## src/include/ersw_pkg.sv

```systemverilog
// Constants and types for the error record select window block
package ersw_pkg;
  // ----------------------------------------------------------------
  // Record storage
  // ----------------------------------------------------------------
  localparam logic [15:0] REC_NUM    = 16'h0006;
  localparam int          MEM_DEPTH  = 8;
  localparam int          IDX_W      = 3;
  localparam int          DATA_W     = 32;
  localparam int          FIELD_LSB  = 0;
  localparam int          FIELD_W    = 16;
  localparam logic [15:0] SEL_RESET  = 16'h0000;
  // Select is kept (not RAZ/WI) while the record count is non-zero
  localparam logic        SEL_RAZ_WHEN_EMPTY = 1'b1;

  // ----------------------------------------------------------------
  // Coprocessor encodings (p15, opc1, CRn, CRm, opc2)
  // ----------------------------------------------------------------
  localparam logic [3:0] CP_NUM      = 4'hF;
  localparam logic [2:0] OPC1_ERR    = 3'h0;
  localparam logic [3:0] CRN_ERR     = 4'h5;
  localparam logic [3:0] CRM_GLOBAL  = 4'h3;
  localparam logic [3:0] CRM_WINDOW  = 4'h4;
  localparam logic [2:0] OPC2_COUNT  = 3'h0;
  localparam logic [2:0] OPC2_SELECT = 3'h1;
  localparam logic [2:0] OPC2_CTL_LO = 3'h1;
  localparam logic [2:0] OPC2_ADR_LO = 3'h3;
  localparam logic [2:0] OPC2_ADR_HI = 3'h7;

  // ----------------------------------------------------------------
  // Privilege levels and access outcomes
  // ----------------------------------------------------------------
  localparam logic [1:0] LVL_APP    = 2'h0;
  localparam logic [1:0] LVL_KERNEL = 2'h1;
  localparam logic [1:0] LVL_HYP    = 2'h2;
  localparam logic [1:0] LVL_MON    = 2'h3;

  localparam logic [2:0] FLT_NONE     = 3'h0;
  localparam logic [2:0] FLT_UNDEF    = 3'h1;
  localparam logic [2:0] FLT_TRAP_HYP = 3'h2;
  localparam logic [2:0] FLT_HYP_EXC  = 3'h3;
  localparam logic [2:0] FLT_TRAP_MON = 3'h4;
  localparam logic [2:0] FLT_MON_EXC  = 3'h5;

  typedef enum logic [2:0] {
    REG_NONE,
    REG_COUNT,
    REG_SELECT,
    REG_ADR_LO,
    REG_ADR_HI,
    REG_CTL_LO
  } ersw_reg_t;
endpackage

```

## src/hdl/ersw_mem.sv

```systemverilog
// Small record field memory with registered read data
`timescale 1ns/100ps
module ersw_mem
  import ersw_pkg::*;
#(
  parameter int W     = 32,
  parameter int DEPTH = 8,
  parameter int AW    = 3
) (
  input  wire logic          clk,
  input  wire logic          rst_n,
  input  wire logic          we,
  input  wire logic [AW-1:0] addr,
  input  wire logic [W-1:0]  wdata,
  output logic      [W-1:0]  rdata_q
);
  logic [W-1:0] mem_q [DEPTH];
  logic [W-1:0] rdata_d;

  // Read of the addressed word; write lands on the same edge
  always_comb begin
    rdata_d = mem_q[addr];
  end

  always_ff @(posedge clk) begin
    if (we) begin
      mem_q[addr] <= wdata;
    end
  end

  always_ff @(posedge clk or negedge rst_n) begin
    if (!rst_n) begin
      rdata_q <= '0;
    end else begin
      rdata_q <= rdata_d;
    end
  end
endmodule

```

## src/hdl/ersw_top.sv

```systemverilog
// Error record select window: count, select and windowed record registers
//
// Overview of operation
// - Count field bits 15:0 return highest reachable record index plus one.
// - Count register is 32-bit, read-only, reached by read at p15,0,c5,c3,0.
// - Select register is 32-bit read/write at p15,0,c5,c3,1.
// - Select bits 15:0 choose the record that every window access reaches.
// - Index at or above count reads unknown; windows take one allowed outcome.
// - With zero records the select register behaviour is a fixed design choice.
// - Low address window, read/write at p15,0,c5,c4,3, maps address bits 31:0.
// - High address window, read/write at p15,0,c5,c4,7, maps address bits 63:32.
// - Low control window maps selected record control bits 31:0.
// - Any access from application level is an undefined instruction.
// - Wide hypervisor trap bits set: non-secure kernel accesses trap to hypervisor.
// - Narrow hypervisor trap bits set: non-secure kernel accesses raise hypervisor trap.
// - Wide monitor trap bit set: hypervisor and kernel accesses trap to monitor.
// - Narrow monitor trap bit set: kernel and hypervisor accesses raise monitor trap.
// - One copy of each register, shared by secure and non-secure states.
// - Wide top level shares select storage with the wide-state select register.
// - Without the reliability extension every access is undefined.
// - Low control window is read/write at p15,0,c5,c4,1.
`timescale 1ns/100ps
module ersw_top
  import ersw_pkg::*;
(
  input  wire logic               clk,
  input  wire logic               rst_n,
  input  wire logic               req_valid,
  input  wire logic               req_write,
  input  wire logic [3:0]         req_cp,
  input  wire logic [2:0]         req_opc1,
  input  wire logic [3:0]         req_crn,
  input  wire logic [3:0]         req_crm,
  input  wire logic [2:0]         req_opc2,
  input  wire logic [DATA_W-1:0]  req_wdata,
  input  wire logic [1:0]         cur_level,
  input  wire logic               cur_secure,
  input  wire logic               ras_present,
  input  wire logic               hyp_present,
  input  wire logic               hyp_wide,
  input  wire logic               hyp_err_trap,
  input  wire logic               hyp_cp_group_trap,
  input  wire logic               mon_present,
  input  wire logic               mon_wide,
  input  wire logic               mon_err_trap,
  input  wire logic               wide_sel_we,
  input  wire logic [15:0]        wide_sel_wdata,
  output logic                    resp_valid_q,
  output logic [DATA_W-1:0]       resp_rdata_q,
  output logic [2:0]              resp_fault_q,
  output logic [15:0]             select_q
);
  // ----------------------------------------------------------------
  // Decode
  // ----------------------------------------------------------------
  ersw_reg_t          dec_reg;
  logic               in_range;
  logic [2:0]         fault;
  logic               acc_ok;
  logic               win_we;
  logic [15:0]        select_d;
  logic [IDX_W-1:0]   mem_idx;
  logic [DATA_W-1:0]  adr_lo_rd;
  logic [DATA_W-1:0]  adr_hi_rd;
  logic [DATA_W-1:0]  ctl_lo_rd;

  always_comb begin
    dec_reg = REG_NONE;
    if (req_cp == CP_NUM && req_opc1 == OPC1_ERR && req_crn == CRN_ERR) begin
      if (req_crm == CRM_GLOBAL) begin
        if (req_opc2 == OPC2_COUNT) begin
          dec_reg = REG_COUNT;
        end else if (req_opc2 == OPC2_SELECT) begin
          dec_reg = REG_SELECT;
        end
      end else if (req_crm == CRM_WINDOW) begin
        if (req_opc2 == OPC2_ADR_LO) begin
          dec_reg = REG_ADR_LO;
        end else if (req_opc2 == OPC2_ADR_HI) begin
          dec_reg = REG_ADR_HI;
        end else if (req_opc2 == OPC2_CTL_LO) begin
          dec_reg = REG_CTL_LO;
        end
      end
    end
  end

  // Out of range covers the empty case, since no index is below zero
  assign in_range = (select_q < REC_NUM);

  // ----------------------------------------------------------------
  // Privilege checks and trap routing
  // ----------------------------------------------------------------
  // Secure state is ignored for storage: one copy serves both states
  always_comb begin
    fault = FLT_NONE;
    if (!ras_present || dec_reg == REG_NONE) begin
      fault = FLT_UNDEF;
    end else if (cur_level == LVL_APP) begin
      fault = FLT_UNDEF;
    end else if (dec_reg == REG_COUNT && req_write) begin
      fault = FLT_UNDEF;
    end else if (hyp_present && cur_level == LVL_KERNEL && !cur_secure
                 && (hyp_err_trap || hyp_cp_group_trap)) begin
      fault = hyp_wide ? FLT_TRAP_HYP : FLT_HYP_EXC;
    end else if (mon_present && mon_err_trap && mon_wide
                 && (cur_level == LVL_KERNEL || cur_level == LVL_HYP)) begin
      fault = FLT_TRAP_MON;
    end else if (mon_present && mon_err_trap && !mon_wide && cur_level != LVL_MON) begin
      fault = FLT_MON_EXC;
    end
  end

  assign acc_ok = req_valid && (fault == FLT_NONE);

  // ----------------------------------------------------------------
  // Select register
  // ----------------------------------------------------------------
  always_comb begin
    select_d = select_q;
    if (acc_ok && req_write && dec_reg == REG_SELECT) begin
      select_d = req_wdata[FIELD_W-1:FIELD_LSB];
    end else if (wide_sel_we) begin
      select_d = wide_sel_wdata;
    end
    if (SEL_RAZ_WHEN_EMPTY && REC_NUM == 16'h0000) begin
      select_d = 16'h0000;
    end
  end

  always_ff @(posedge clk or negedge rst_n) begin
    if (!rst_n) begin
      select_q <= SEL_RESET;
    end else begin
      select_q <= select_d;
    end
  end

  // ----------------------------------------------------------------
  // Record storage
  // ----------------------------------------------------------------
  // Out-of-range windows read zero and drop writes
  assign win_we  = acc_ok && req_write && in_range;
  assign mem_idx = select_q[IDX_W-1:0];

  ersw_mem #(.W(DATA_W), .DEPTH(MEM_DEPTH), .AW(IDX_W)) u_adr_lo (
    .clk     (clk),
    .rst_n   (rst_n),
    .we      (win_we && dec_reg == REG_ADR_LO),
    .addr    (mem_idx),
    .wdata   (req_wdata),
    .rdata_q (adr_lo_rd)
  );

  ersw_mem #(.W(DATA_W), .DEPTH(MEM_DEPTH), .AW(IDX_W)) u_adr_hi (
    .clk     (clk),
    .rst_n   (rst_n),
    .we      (win_we && dec_reg == REG_ADR_HI),
    .addr    (mem_idx),
    .wdata   (req_wdata),
    .rdata_q (adr_hi_rd)
  );

  ersw_mem #(.W(DATA_W), .DEPTH(MEM_DEPTH), .AW(IDX_W)) u_ctl_lo (
    .clk     (clk),
    .rst_n   (rst_n),
    .we      (win_we && dec_reg == REG_CTL_LO),
    .addr    (mem_idx),
    .wdata   (req_wdata),
    .rdata_q (ctl_lo_rd)
  );

  // ----------------------------------------------------------------
  // Response pipeline
  // ----------------------------------------------------------------
  // Two stages so the answer leaves straight from flops after the memory read
  logic        s1_valid_q;
  logic        s1_valid_d;
  ersw_reg_t   s1_reg_q;
  ersw_reg_t   s1_reg_d;
  logic [2:0]  s1_fault_q;
  logic [2:0]  s1_fault_d;
  logic        s1_range_q;
  logic        s1_range_d;
  logic [15:0] s1_sel_q;
  logic [15:0] s1_sel_d;
  logic        s1_write_q;
  logic        s1_write_d;
  logic              resp_valid_d;
  logic [DATA_W-1:0] resp_rdata_d;
  logic [2:0]        resp_fault_d;

  always_comb begin
    s1_valid_d = req_valid;
    s1_reg_d   = dec_reg;
    s1_fault_d = fault;
    s1_range_d = in_range;
    s1_sel_d   = select_q;
    s1_write_d = req_write;
  end

  always_comb begin
    resp_valid_d = s1_valid_q;
    resp_fault_d = s1_fault_q;
    resp_rdata_d = '0;
    // Writes answer zero, so never-written record words stay off the bus
    if (s1_valid_q && !s1_write_q && s1_fault_q == FLT_NONE) begin
      unique case (s1_reg_q)
        REG_COUNT:  resp_rdata_d = {16'h0000, REC_NUM};
        REG_SELECT: resp_rdata_d = {16'h0000, s1_sel_q};
        REG_ADR_LO: resp_rdata_d = s1_range_q ? adr_lo_rd : '0;
        REG_ADR_HI: resp_rdata_d = s1_range_q ? adr_hi_rd : '0;
        REG_CTL_LO: resp_rdata_d = s1_range_q ? ctl_lo_rd : '0;
        REG_NONE:   resp_rdata_d = '0;
      endcase
    end
  end

  always_ff @(posedge clk or negedge rst_n) begin
    if (!rst_n) begin
      s1_valid_q   <= 1'b0;
      s1_reg_q     <= REG_NONE;
      s1_fault_q   <= FLT_NONE;
      s1_range_q   <= 1'b0;
      s1_sel_q     <= 16'h0000;
      s1_write_q   <= 1'b0;
      resp_valid_q <= 1'b0;
      resp_rdata_q <= '0;
      resp_fault_q <= FLT_NONE;
    end else begin
      s1_valid_q   <= s1_valid_d;
      s1_reg_q     <= s1_reg_d;
      s1_fault_q   <= s1_fault_d;
      s1_range_q   <= s1_range_d;
      s1_sel_q     <= s1_sel_d;
      s1_write_q   <= s1_write_d;
      resp_valid_q <= resp_valid_d;
      resp_rdata_q <= resp_rdata_d;
      resp_fault_q <= resp_fault_d;
    end
  end
endmodule

```

## config.mk

```make
export PLATFORM = sky130hd
export DESIGN_NAME = ersw_top
export DESIGN_NICKNAME = d
export VERILOG_FILES = /design/src/include/ersw_pkg.sv /design/src/hdl/ersw_mem.sv /design/src/hdl/ersw_top.sv
export SDC_FILE = /design/constraint.sdc
export NUM_CORES = 1
export LEC_CHECK = 0
export BUFFER_PORTS_ARGS = -buffer_cell sky130_fd_sc_hd__clkbuf_2
export CORE_MARGIN = 4
export CORE_UTILIZATION = 45
export CTS_CLUSTER_DIAMETER = 60
export DETAILED_ROUTE_END_ITERATION = 12
export GPL_ROUTABILITY_DRIVEN = 0
export MAX_ROUTING_LAYER = met4
export PLACE_DENSITY = 0.65
export SYNTH_ARGS = -nofsm -noshare
export SYNTH_HDL_FRONTEND = slang
export SYNTH_SLANG_ARGS = --single-unit
```

## constraint.sdc

```tcl
create_clock -name clk -period 7.6 [get_ports clk]
set_input_delay 1.14 -clock clk [delete_from_list [all_inputs] [get_ports clk]]
set_output_delay 1.14 -clock clk [all_outputs]
set_load 0.1 [all_outputs]
```

## Yosys cells after proc, flatten, opt, wreduce, memory -nomap -nowiden

Memory sizes are Yosys's and may differ from the RTL's. A register that Yosys moved wholly into a read port is not among the register bits.
Index checks and enable logic that the tools add are counted.

- Equality and inequality tests: 20
- Shift operators: 0
- Div/mod/pow operators: 0
- Multiply operators: 0
- Reduce and logical (&&, ||, !) cells: 38
- Bitwise logic cells: 0
- $lt $le $gt $ge: 1
- Add/subtract/negate cells: 0
- Mux-type cells: 28

Operators with widths:

| kind | number |
|---|---|
| $pmux W32 S6 | 1 |
| $mux W32 | 4 |
| $mux W3 | 12 |
| $mux W16 | 2 |
| $logic_and A1 B1 Y1 | 20 |
| $logic_not A3 Y1 | 6 |
| $lt A16 B3 Y1 const B | 1 |
| $eq A3 B2 Y1 const B | 5 |
| $eq A3 B3 Y1 const B | 5 |
| $eq A3 B1 Y1 const B | 3 |
| $eq A4 B3 Y1 const B | 2 |
| $logic_not A1 Y1 | 7 |
| $mux W1 | 7 |
| $eq A4 B2 Y1 const B | 1 |
| $eq A4 B4 Y1 const B | 1 |
| $mux W2 | 2 |
| $logic_or A1 B1 Y1 | 3 |
| $eq A2 B1 Y1 const B | 1 |
| $eq A2 B2 Y1 const B | 1 |
| $logic_not A2 Y1 | 1 |
| $ne A2 B2 Y1 const B | 1 |
| $reduce_bool A2 Y1 | 1 |

- Register bits: 77
- Bits of input ports: 82
- Memory bits (writable): 768
- Output and inout bits: 52
- ROM bits: 0
- Latch bits: 0
- Memories: 3

Memory list:

| name | words | bits a word | rd ports | clocked after Yosys merged registers in | wr ports | line | source |
|---|---|---|---|---|---|---|---|
| u_adr_hi.mem_q | 8 | 32 | 1 | 1 | 1 | ersw_mem.sv:17 | `logic [W-1:0] mem_q [DEPTH];` |
| u_adr_lo.mem_q | 8 | 32 | 1 | 1 | 1 | ersw_mem.sv:17 |  |
| u_ctl_lo.mem_q | 8 | 32 | 1 | 1 | 1 | ersw_mem.sv:17 |  |

## Logic depth before layout (Yosys ltp)

Gate-level depths: netlist of the first run.

- Depth in word-level cells: 19
- Gate-level depth with buffers: 9

## Cells and area by module

Synthesis of the first run repeated with hierarchy kept, for this count alone.

- Cells, all modules: 1,720
- Area, all modules: 35,641.7 sq um

By module, submodules not included:

| module | area an instance (sq um) | cells each | sequential area each (sq um) | times used |
|---|---|---|---|---|
| ersw_mem | 10,660.2 | 453 | 8,488.1 | 3 |
| ersw_top | 3,661.0 | 361 | 1,926.8 | 1 |

## Least setup slack after synthesis of the first run

OpenSTA, ideal clock, no wires.

- Kind: input port to flip-flop
- Start: in req_crm[3]
- End: mem u_adr_lo.mem_q[3][0] (enable)
- Setup time: 502 ps
- Stages: 6
- Data arrival time: 5,700 ps
- Buffers on the path: 1
- Setup slack: 1,399 ps
- Cells stage by stage: nor4bb_1 -> nand4b_1 -> a211o_1 -> or4b_1 -> buf_2 -> nor4_1

- Word-level cells in the longest chain between the ends: 16
- Elaborated cells on any way between the ends: 20

RTL lines:

| what | line | source |
|---|---|---|
| from (decl) | ersw_top.sv:33 | `input wire logic [3:0] req_crm,` |
| $eq A4 B3 Y1 | ersw_top.sv:76 | `end else if (req_crm == CRM_WINDOW) begin` |
| $mux W3 | ersw_top.sv:76 |  |
| $mux W3 (*) | ersw_top.sv:70 | `if (req_crm == CRM_GLOBAL) begin` |
| $mux W3 (*) | ersw_top.sv:69 | `if (req_cp == CP_NUM && req_opc1 == OPC1_ERR && req_crn == CRN_ERR) begin` |
| $eq A3 B1 Y1 | ersw_top.sv:101 | `end else if (dec_reg == REG_COUNT && req_write) begin` |
| $logic_and A1 B1 Y1 | ersw_top.sv:101 |  |
| $mux W3 | ersw_top.sv:101 |  |
| $mux W3 | ersw_top.sv:99 | `end else if (cur_level == LVL_APP) begin` |
| $mux W3 | ersw_top.sv:97 | `if (!ras_present \|\| dec_reg == REG_NONE) begin` |
| $logic_not A3 Y1 | ersw_top.sv:114 | `assign acc_ok = req_valid && (fault == FLT_NONE);` |
| $logic_and A1 B1 Y1 | ersw_top.sv:114 |  |
| $logic_and A1 B1 Y1 (2 in a row) | ersw_top.sv:143 | `assign win_we = acc_ok && req_write && in_range;` |
| $logic_and A1 B1 Y1 (*) | ersw_top.sv:149 | `.we (win_we && dec_reg == REG_ADR_LO),` |
| $mux W1 (*) | ersw_mem.sv:26 | `if (we) begin` |
| $mux W1 (implied by the code) (*) | ersw_mem.sv:27 | `mem_q[addr] <= wdata;` |
| to (decl) | ersw_mem.sv:17 |  |

Mark *: on every way between the ends. The rest lies on a longest branch, timed or not.

## Final worst setup path of the first run

- Start: in cur_level[0]
- End: mem u_adr_hi.mem_q[5][21] (enable)

- Word-level cells in the longest chain between the ends: 15
- Elaborated cells on any way between the ends: 23

RTL lines:

| what | line | source |
|---|---|---|
| from (decl) | ersw_top.sv:36 | `input wire logic [1:0] cur_level,` |
| $ne A2 B2 Y1 (tied with other cells) | ersw_top.sv:109 | `end else if (mon_present && mon_err_trap && !mon_wide && cur_level != LVL_MON) begin` |
| $logic_and A1 B1 Y1 (tied with other cells) | ersw_top.sv:109 |  |
| $mux W3 (tied with other cells) | ersw_top.sv:109 |  |
| $mux W3 or $logic_and A1 B1 Y1 (tied branches) | ersw_top.sv:106, ersw_top.sv:104 |  |
| $mux W3 | ersw_top.sv:103 | `end else if (hyp_present && cur_level == LVL_KERNEL && !cur_secure` |
| $mux W3 | ersw_top.sv:101 |  |
| $mux W3 (*) | ersw_top.sv:99 |  |
| $mux W3 (*) | ersw_top.sv:97 |  |
| $logic_not A3 Y1 (*) | ersw_top.sv:114 |  |
| $logic_and A1 B1 Y1 (*) | ersw_top.sv:114 |  |
| $logic_and A1 B1 Y1 (*) (2 in a row) | ersw_top.sv:143 |  |
| $logic_and A1 B1 Y1 (*) | ersw_top.sv:158 | `.we (win_we && dec_reg == REG_ADR_HI),` |
| $mux W1 (*) | ersw_mem.sv:26 |  |
| $mux W1 (implied by the code) (*) | ersw_mem.sv:27 |  |
| to (decl) | ersw_mem.sv:17 |  |

Marked as above.

==> flow_metrics.py, run 1 <==
metrics = {
    "cells_and_area": {
        "fin_cells": 3205,
        "area_growth_pct": 17.20,
        "fill_cells": 5727,
        "drive_gt1_frac": 0.1706,
        "fin_nets": 2251,
    },
    "die": {
        "boundaryPins": 134,
        "die_w_um": 279.5,
        "initial_core_util": 0.4547,
        "fp-row-count": 99,
        "dieArea_mm2": 0.07813,
        "fp.coreArea_mm2": 0.07296,
        "die_h_um": 279.5,
    },
    "route": {
        "drt_iter0_markers": 1910,
        "drc": 0,
        "wire_per_inst_um": 24.54,
        "drtPass1Iterations": 7,
        "vias": 18243,
        "wl_um": 78640,
        "postRouteAntennaNets": 0,
        "drt-vias-per-instance": 5.692,
    },
    "cts": {
        "hold_buffers": 0,
        "htree_levels": 3,
        "path_clk_slew_ns": 0.06,
        "cts_resized": 0,
        "postCtsSetupRepairBufs": 0,
        "cts_buffers": 94,
        "clock_latency_ns": 0.65,
        "cts-root-buf": "clkbuf_16",
        "cts_tree": "built",
        "clock_sinks": 941,
        "clockBufferDepth": 3,
    },
    "timing": {
        "fin_crit_ns": 4.045,
        "fin_setup_tns_ns": 0,
        "fin_crit_sh": 0.5322,
        "hold_viol": 0,
        "fin_skew_ns": 0.01512,
        "max_slew_margin": 0.1822,
        "finalSetupViolations": 0,
        "timing.fmax_mhz": 247.2,
        "slew_violations": 0,
        "worst_slew_pin_slew_ns": 1.224,
        "rsz0062_at_grt": "false",
    },
    "synth": {
        "yosys.area.top_type_share": 0.6952,
        "ys_warn_count": 0,
        "synthCells": 1814,
        "synthFlopType": "edfxtp_1",
        "seq_area_frac_synth": 0.8256,
        "synth_edf_count": 768,
        "synth.largest_area_cell": "edfxtp_1",
        "postSynthAreaPerCell_um2": 18.29,
        "syn-cell-area_mm2": 0.03318,
        "postSynth.asyncResetShare": 0.1838,
        "synth_top_cells_by_area": "edfxtp_1 70%, dfrtp_1 13%, a22oi_1 4.6%",
        "synth_seq_cells": 941,
        "synth.distinct_cells": 48,
    },
    "grt": {
        "gr-total-overflow": 0,
        "grt_use_total": 0.2054,
        "grt_max_degree": 106,
        "antenna_found_initial": 2,
        "grt_pass1_wl_um": 117200,
        "grt_pass1_vias": 18790,
    },
    "pwr": {
        "power_density_mw_per_mm2": 283.7,
        "p_leak_nw": 13.58,
        "ir_worst_vdd_v": 0.0002341,
    },
    "placed_design": {
        "dp_hpwl_um": 40600,
        "placed_cells_incl_taps": 3029,
        "port_buffers": 133,
    },
    "setup_path": {
        "worstSetupPathType": "primary input to flip-flop",
        "cp.arrival_ns": 4.30,
        "crit_fanout": 32,
        "startpoint_type": "primary input",
        "required_ns": 7.86,
        "cp-end-kind": "flip-flop",
    },
    "job": {
        "cap_violations": 0,
    },
    "min_path": {
        "hp-class": "flip-flop to flip-flop",
    },
    "run_status": {
        "run_status": "complete, no violations",
    },
}
-- layout make-up --
class / count / area [um2] / area share
multi-input combinational: 946 / 6221 / 0.1600
antenna: 1 / 2.502 / 0.00006436
clock buffer: 129 / 2574 / 0.06619
inverter: 9 / 33.78 / 0.0008689
tap: 959 / 1200 / 0.03086
clock inverter: 46 / 475.5 / 0.01223
timing repair buffer: 174 / 982.2 / 0.02526
sequential: 941 / 27390 / 0.7045
-- kinds of logic (layout without fill, tap and decap cells) --
logic type,count (synthesis),after routing,synth area share
DFF,941,941,0.8256
AOI/OAI and AO/OA,402,402,0.09395
and+or+nand+nor,283,283,0.04284
buffers and inverters,118,358,0.01410
muxes,65,65,0.02195
adders and majority gates,3,3,0.001132
other,1,193,0.0001130
xor gates and xnor gates,1,1,0.0002640
-- layer usage --
metal,GRT usage,wire [um],vias up
li1,-,-,7902
met1,0.2826,33530,9470
met2,0.3239,37470,754
met3,0.03250,6057,117
met4,0.05651,1580,0
met5,-,0,-
-- per-stage QoR --
step / worst slack (ns) / total power [mW] / instance area [um2] / utilization / hold WS [ns]
floorplan: 1.399 / 6.324 / 33890 / - / 0.3535
global placement: 2.950 / 6.592 / 35830 / 0.4911 / 0.3715
detailed placement: 2.867 / 6.611 / 35830 / 0.4911 / 0.3723
CTS: 3.554 / 11.12 / 38880 / 0.5329 / 0.3951
global route: 3.434 / 11.42 / 38880 / 0.5329 / 0.4097
finish: 3.555 / 11.03 / 38880 / 0.5329 / 0.3986
-- state kept, by name, indices dropped and copies added (netlist names), 16 cells and up --
name,flops
u_adr_hi.rdata_q,32
u_adr_lo.rdata_q,32
u_adr_hi.mem_q,256
u_ctl_lo.rdata_q,32
u_ctl_lo.mem_q,256
s1_sel_q,16
u_adr_lo.mem_q,256
resp_rdata_q,32
select_q,16
-- synthesized netlist by cell type (all sizes together), types with 18 or more instances --
cell type,n
nand2,70
mux2i,33
edfxtp,768
nor2,61
a222oi,39
nand3,54
o21ai,18
a221oi,51
buf,19
a22o,51
dfrtp,173
mux2,32
nand4,47
clkbuf,90
a22oi,204
a21oi,33
-- cells in the final DEF, fill, tap and decap left out, drive strengths merged, types with 7 or more instances in the layout --
cell type  count
edfxtp       768
clkbuf       262
a22oi        204
conb         192
dfrtp        173
nand2         70
nor2          61
nand3         54
a22o          51
a221oi        51
nand4         47
buf           41
a222oi        39
a21oi         33
mux2i         33
mux2          32
clkinv        30
o21ai         18
nor4          16
inv           16
bufinv         7
-- power breakdown --
| part | internal [mW] | leakage [nW] | switching (mW) |
|---|---|---|---|
| Combinational | 0.184 | 2.88 | 0.446 |
| Sequential | 5.80 | 9.20 | 0.0787 |
| Clock | 2.63 | 1.50 | 1.90 |
| Total | 8.61 | 13.6 | 2.43 |
-- worst max-delay path: stages --
cell      delay [ns]
clkbuf_2        0.11
inv_1           0.04
ha_1            0.28
nand2_1         0.06
a211oi_1        0.09
or3_1           0.66
or4_1           0.92
nor2_4          0.97
-- path summary, 6_finish.rpt --
| check | slack [ns] | startpoint | depth (start not counted) | endpoint |
|---|---|---|---|---|
| worst max register to register | 4.01 | select_q[15] | 5 | u_adr_hi.mem_q[5][21] |
| min in group asynchronous | 0.65 | rst_n | 1 | resp_rdata_q[5] |
| max in group asynchronous | 5.39 | rst_n | 2 | u_adr_hi.rdata_q[19] |
| worst min register to register | 0.40 | resp_fault_d[2] | 0 | resp_fault_q[2] |
| worst max-delay path | 3.56 | cur_level[0] | 8 | u_adr_hi.mem_q[5][21] |
| worst min-delay path | 0.40 | resp_fault_d[2] | 0 | resp_fault_q[2] |
Note: power is estimated with default switching activity, not from simulation.
==> inputs of run 2 (changes only) <==
Clock period 7.6 ns to 4.1 ns, I/O delays scaled along.
==> run 2 against run 1 <==
  * Non-clock buffer count up 12
  * Global-route usage up 0.45 points
  * Sequential power up 86%
  * Largest power group unchanged
==> flow_metrics.py, run 2 (synthesis gave the netlist of run 1 again) <==
metrics = {
    "setup_path": {
        "critPathSlowestCell": "or4b_1",
        "cp-end-kind": "flip-flop",
        "r2r_cells": 7,
        "crit_fanout": 19,
        "startpoint_type": "flip-flop",
        "timing.rr.start": "select_q[15]",
        "reg2reg_slack_ns": 0.92,
        "cp_slowest_stage_delay_ns": 0.57,
        "crit_top_cell": "buf_4",
        "worstSetupPathType": "flip-flop to flip-flop",
        "crit_chain": "or4_1, nor4_1, nand4_1, or4b_1, buf_4, nor4_4, buf_4",
        "cp.arrival_ns": 3.48,
        "required_ns": 4.40,
        "r2r-end": "u_adr_lo.mem_q[1][26]",
    },
    "cells_and_area": {
        "final_cell_mix": "768 x edfxtp_1, 204 x a22oi_1, 192 x conb_1",
        "fin_cells": 3217,
        "reg_top3": "u_adr_hi.mem_q (256), u_adr_lo.mem_q (256), u_ctl_lo.mem_q (256)",
        "area_growth_pct": 18.89,
        "fin_area_mm2": 0.03944,
        "drive_gt1_frac": 0.1746,
        "final_common_cell": "edfxtp_1",
        "fin_nets": 2262,
    },
    "cts": {
        "cts_tree": "built",
        "clock_latency_ns": 0.65,
        "postCtsSetupRepairBufs": 0,
        "clock_sinks": 941,
        "clockBufferDepth": 3,
        "htree_levels": 3,
        "cts-root-buf": "clkbuf_16",
        "hold_buffers": 0,
        "cts_buffers": 93,
        "cts_resized": 0,
        "path_clk_slew_ns": 0.06,
    },
    "pwr": {
        "p_sw_mw": 4.494,
        "pwr-share-clk": 0.420,
        "comb_power_share": 0.058,
        "ir_worst_vdd_v": 0.0003502,
        "p_int_mw": 16.37,
        "power_density_mw_per_mm2": 529.0,
        "seqPwrFrac": 0.522,
        "design_power_total_mw": 20.87,
        "p_leak_nw": 13.90,
        "swShare": 0.2154,
    },
    "grt": {
        "grt_pass1_wl_um": 119700,
        "gr-total-overflow": 0,
        "antenna_found_initial": 2,
        "grt_pass1_vias": 18816,
        "grt_use_total": 0.2099,
        "grt_max_degree": 103,
    },
    "die": {
        "initial_core_util": 0.4547,
        "die_w_um": 279.5,
        "fp.coreArea_mm2": 0.07296,
        "boundaryPins": 134,
        "dieArea_mm2": 0.07813,
        "die_h_um": 279.5,
        "fp-row-count": 99,
    },
    "route": {
        "drt_iter0_markers": 2184,
        "wl_um": 80080,
        "drc": 0,
        "drt-vias-per-instance": 5.728,
        "drtPass1Iterations": 6,
        "vias": 18427,
        "wire_per_inst_um": 24.89,
        "postRouteAntennaNets": 0,
    },
    "placed_design": {
        "port_buffers": 133,
        "dp_hpwl_um": 43210,
        "placed_cells_incl_taps": 3041,
        "placed_area_mm2": 0.03624,
        "dp_slack_ns": 0.6668,
    },
    "timing": {
        "timing.fmax_mhz": 314.5,
        "fin_skew_ns": 0.02159,
        "timing.final.ws_setup_ns": 0.9200,
        "fin_setup_tns_ns": 0,
        "worst_slew_pin_slew_ns": 1.104,
        "rsz0062_at_grt": "false",
        "max_slew_margin": 0.2640,
        "finalSetupViolations": 0,
        "fin_crit_ns": 3.180,
        "slew_violations": 0,
        "fin_crit_sh": 0.7756,
        "hold_viol": 0,
    },
    "min_path": {
        "hp-class": "primary input to flip-flop",
        "min_to": "resp_valid_d",
        "whs_path_depth": 1,
        "min_from": "req_valid",
    },
    "job": {
        "cap_violations": 0,
    },
    "run_status": {
        "run_status": "complete, no violations",
    },
}
-- run 2: cell count changes in the layout (fill, tap and decap cells not counted), moves of 5 or more --
cell / before / now
buf_4: 41 / 36
nor4_2: 13 / 1
clkinv_2: 18 / 9
nor4_4: 0 / 12
buf_12: 0 / 17
bufinv_16: 7 / 12
-- run 2: worst max-delay path by stage --
| stage | startpoint | end | cells after the start |
|---|---|---|---|
| finish | select_q[15] | u_adr_lo.mem_q[1][26] | 7 |
| global route | select_q[15] | u_ctl_lo.mem_q[5][0] | 7 |
| CTS | select_q[15] | u_ctl_lo.mem_q[5][20] | 7 |
| detailed placement | req_crm[3] | u_ctl_lo.mem_q[5][31] | 8 |
| global placement | req_crm[3] | u_ctl_lo.mem_q[2][31] | 8 |
| floorplan | select_q[15] | u_adr_lo.mem_q[0][0] | 6 |
-- run 2: critical path: cells and delay by family, from the launching register on --
kind | cells | cell delay, ns
DFF | 1 | 0.40
buffers and inverters | 2 | 0.65
and+or+nand+nor | 5 | 1.76
-- run 2: power groups by stage --
stage | Sequential [mW] | Clock [mW] | Combinational [mW]
2_1_floorplan | 11.1 | 0 | 0.586
3_3_place_gp | 11.1 | 0 | 1.19
3_5_place_dp | 11.1 | 0 | 1.20
4_1_cts | 10.9 | 8.92 | 1.21
5_1_grt | 10.9 | 9.36 | 1.31
6_report | 10.9 | 8.77 | 1.20
-- run 2: metal layers --
layer  global-route usage  vias up  part of all wire
met3              0.04209      121             0.090
met2               0.3286      838              0.48
met4              0.05923        0             0.021
met5                    -        -                 0
met1               0.2840     9527              0.41
li1                     -     7941                 -
-- run 2: final cells by class --
cell class / instances / area, um2
Antenna cell: 2 / 5.005
Tap cell: 959 / 1200
Fill cell: 5627 / 33520
Timing Repair Buffer: 186 / 1285
Sequential cell: 941 / 27390
Clock buffer: 130 / 2639
Clock inverter: 44 / 561.8
Multi-Input combinational cell: 946 / 6326
Inverter: 9 / 33.78
-- run 2: stage by stage --
stage                     utilization  hold WS [ns]
after floorplan                     -        0.3194
after CTS                      0.5406       0.08063
after global routing           0.5406        0.1040
after global placement         0.4967        0.3655
after detailed placement       0.4967        0.3666
final                          0.5406        0.1185
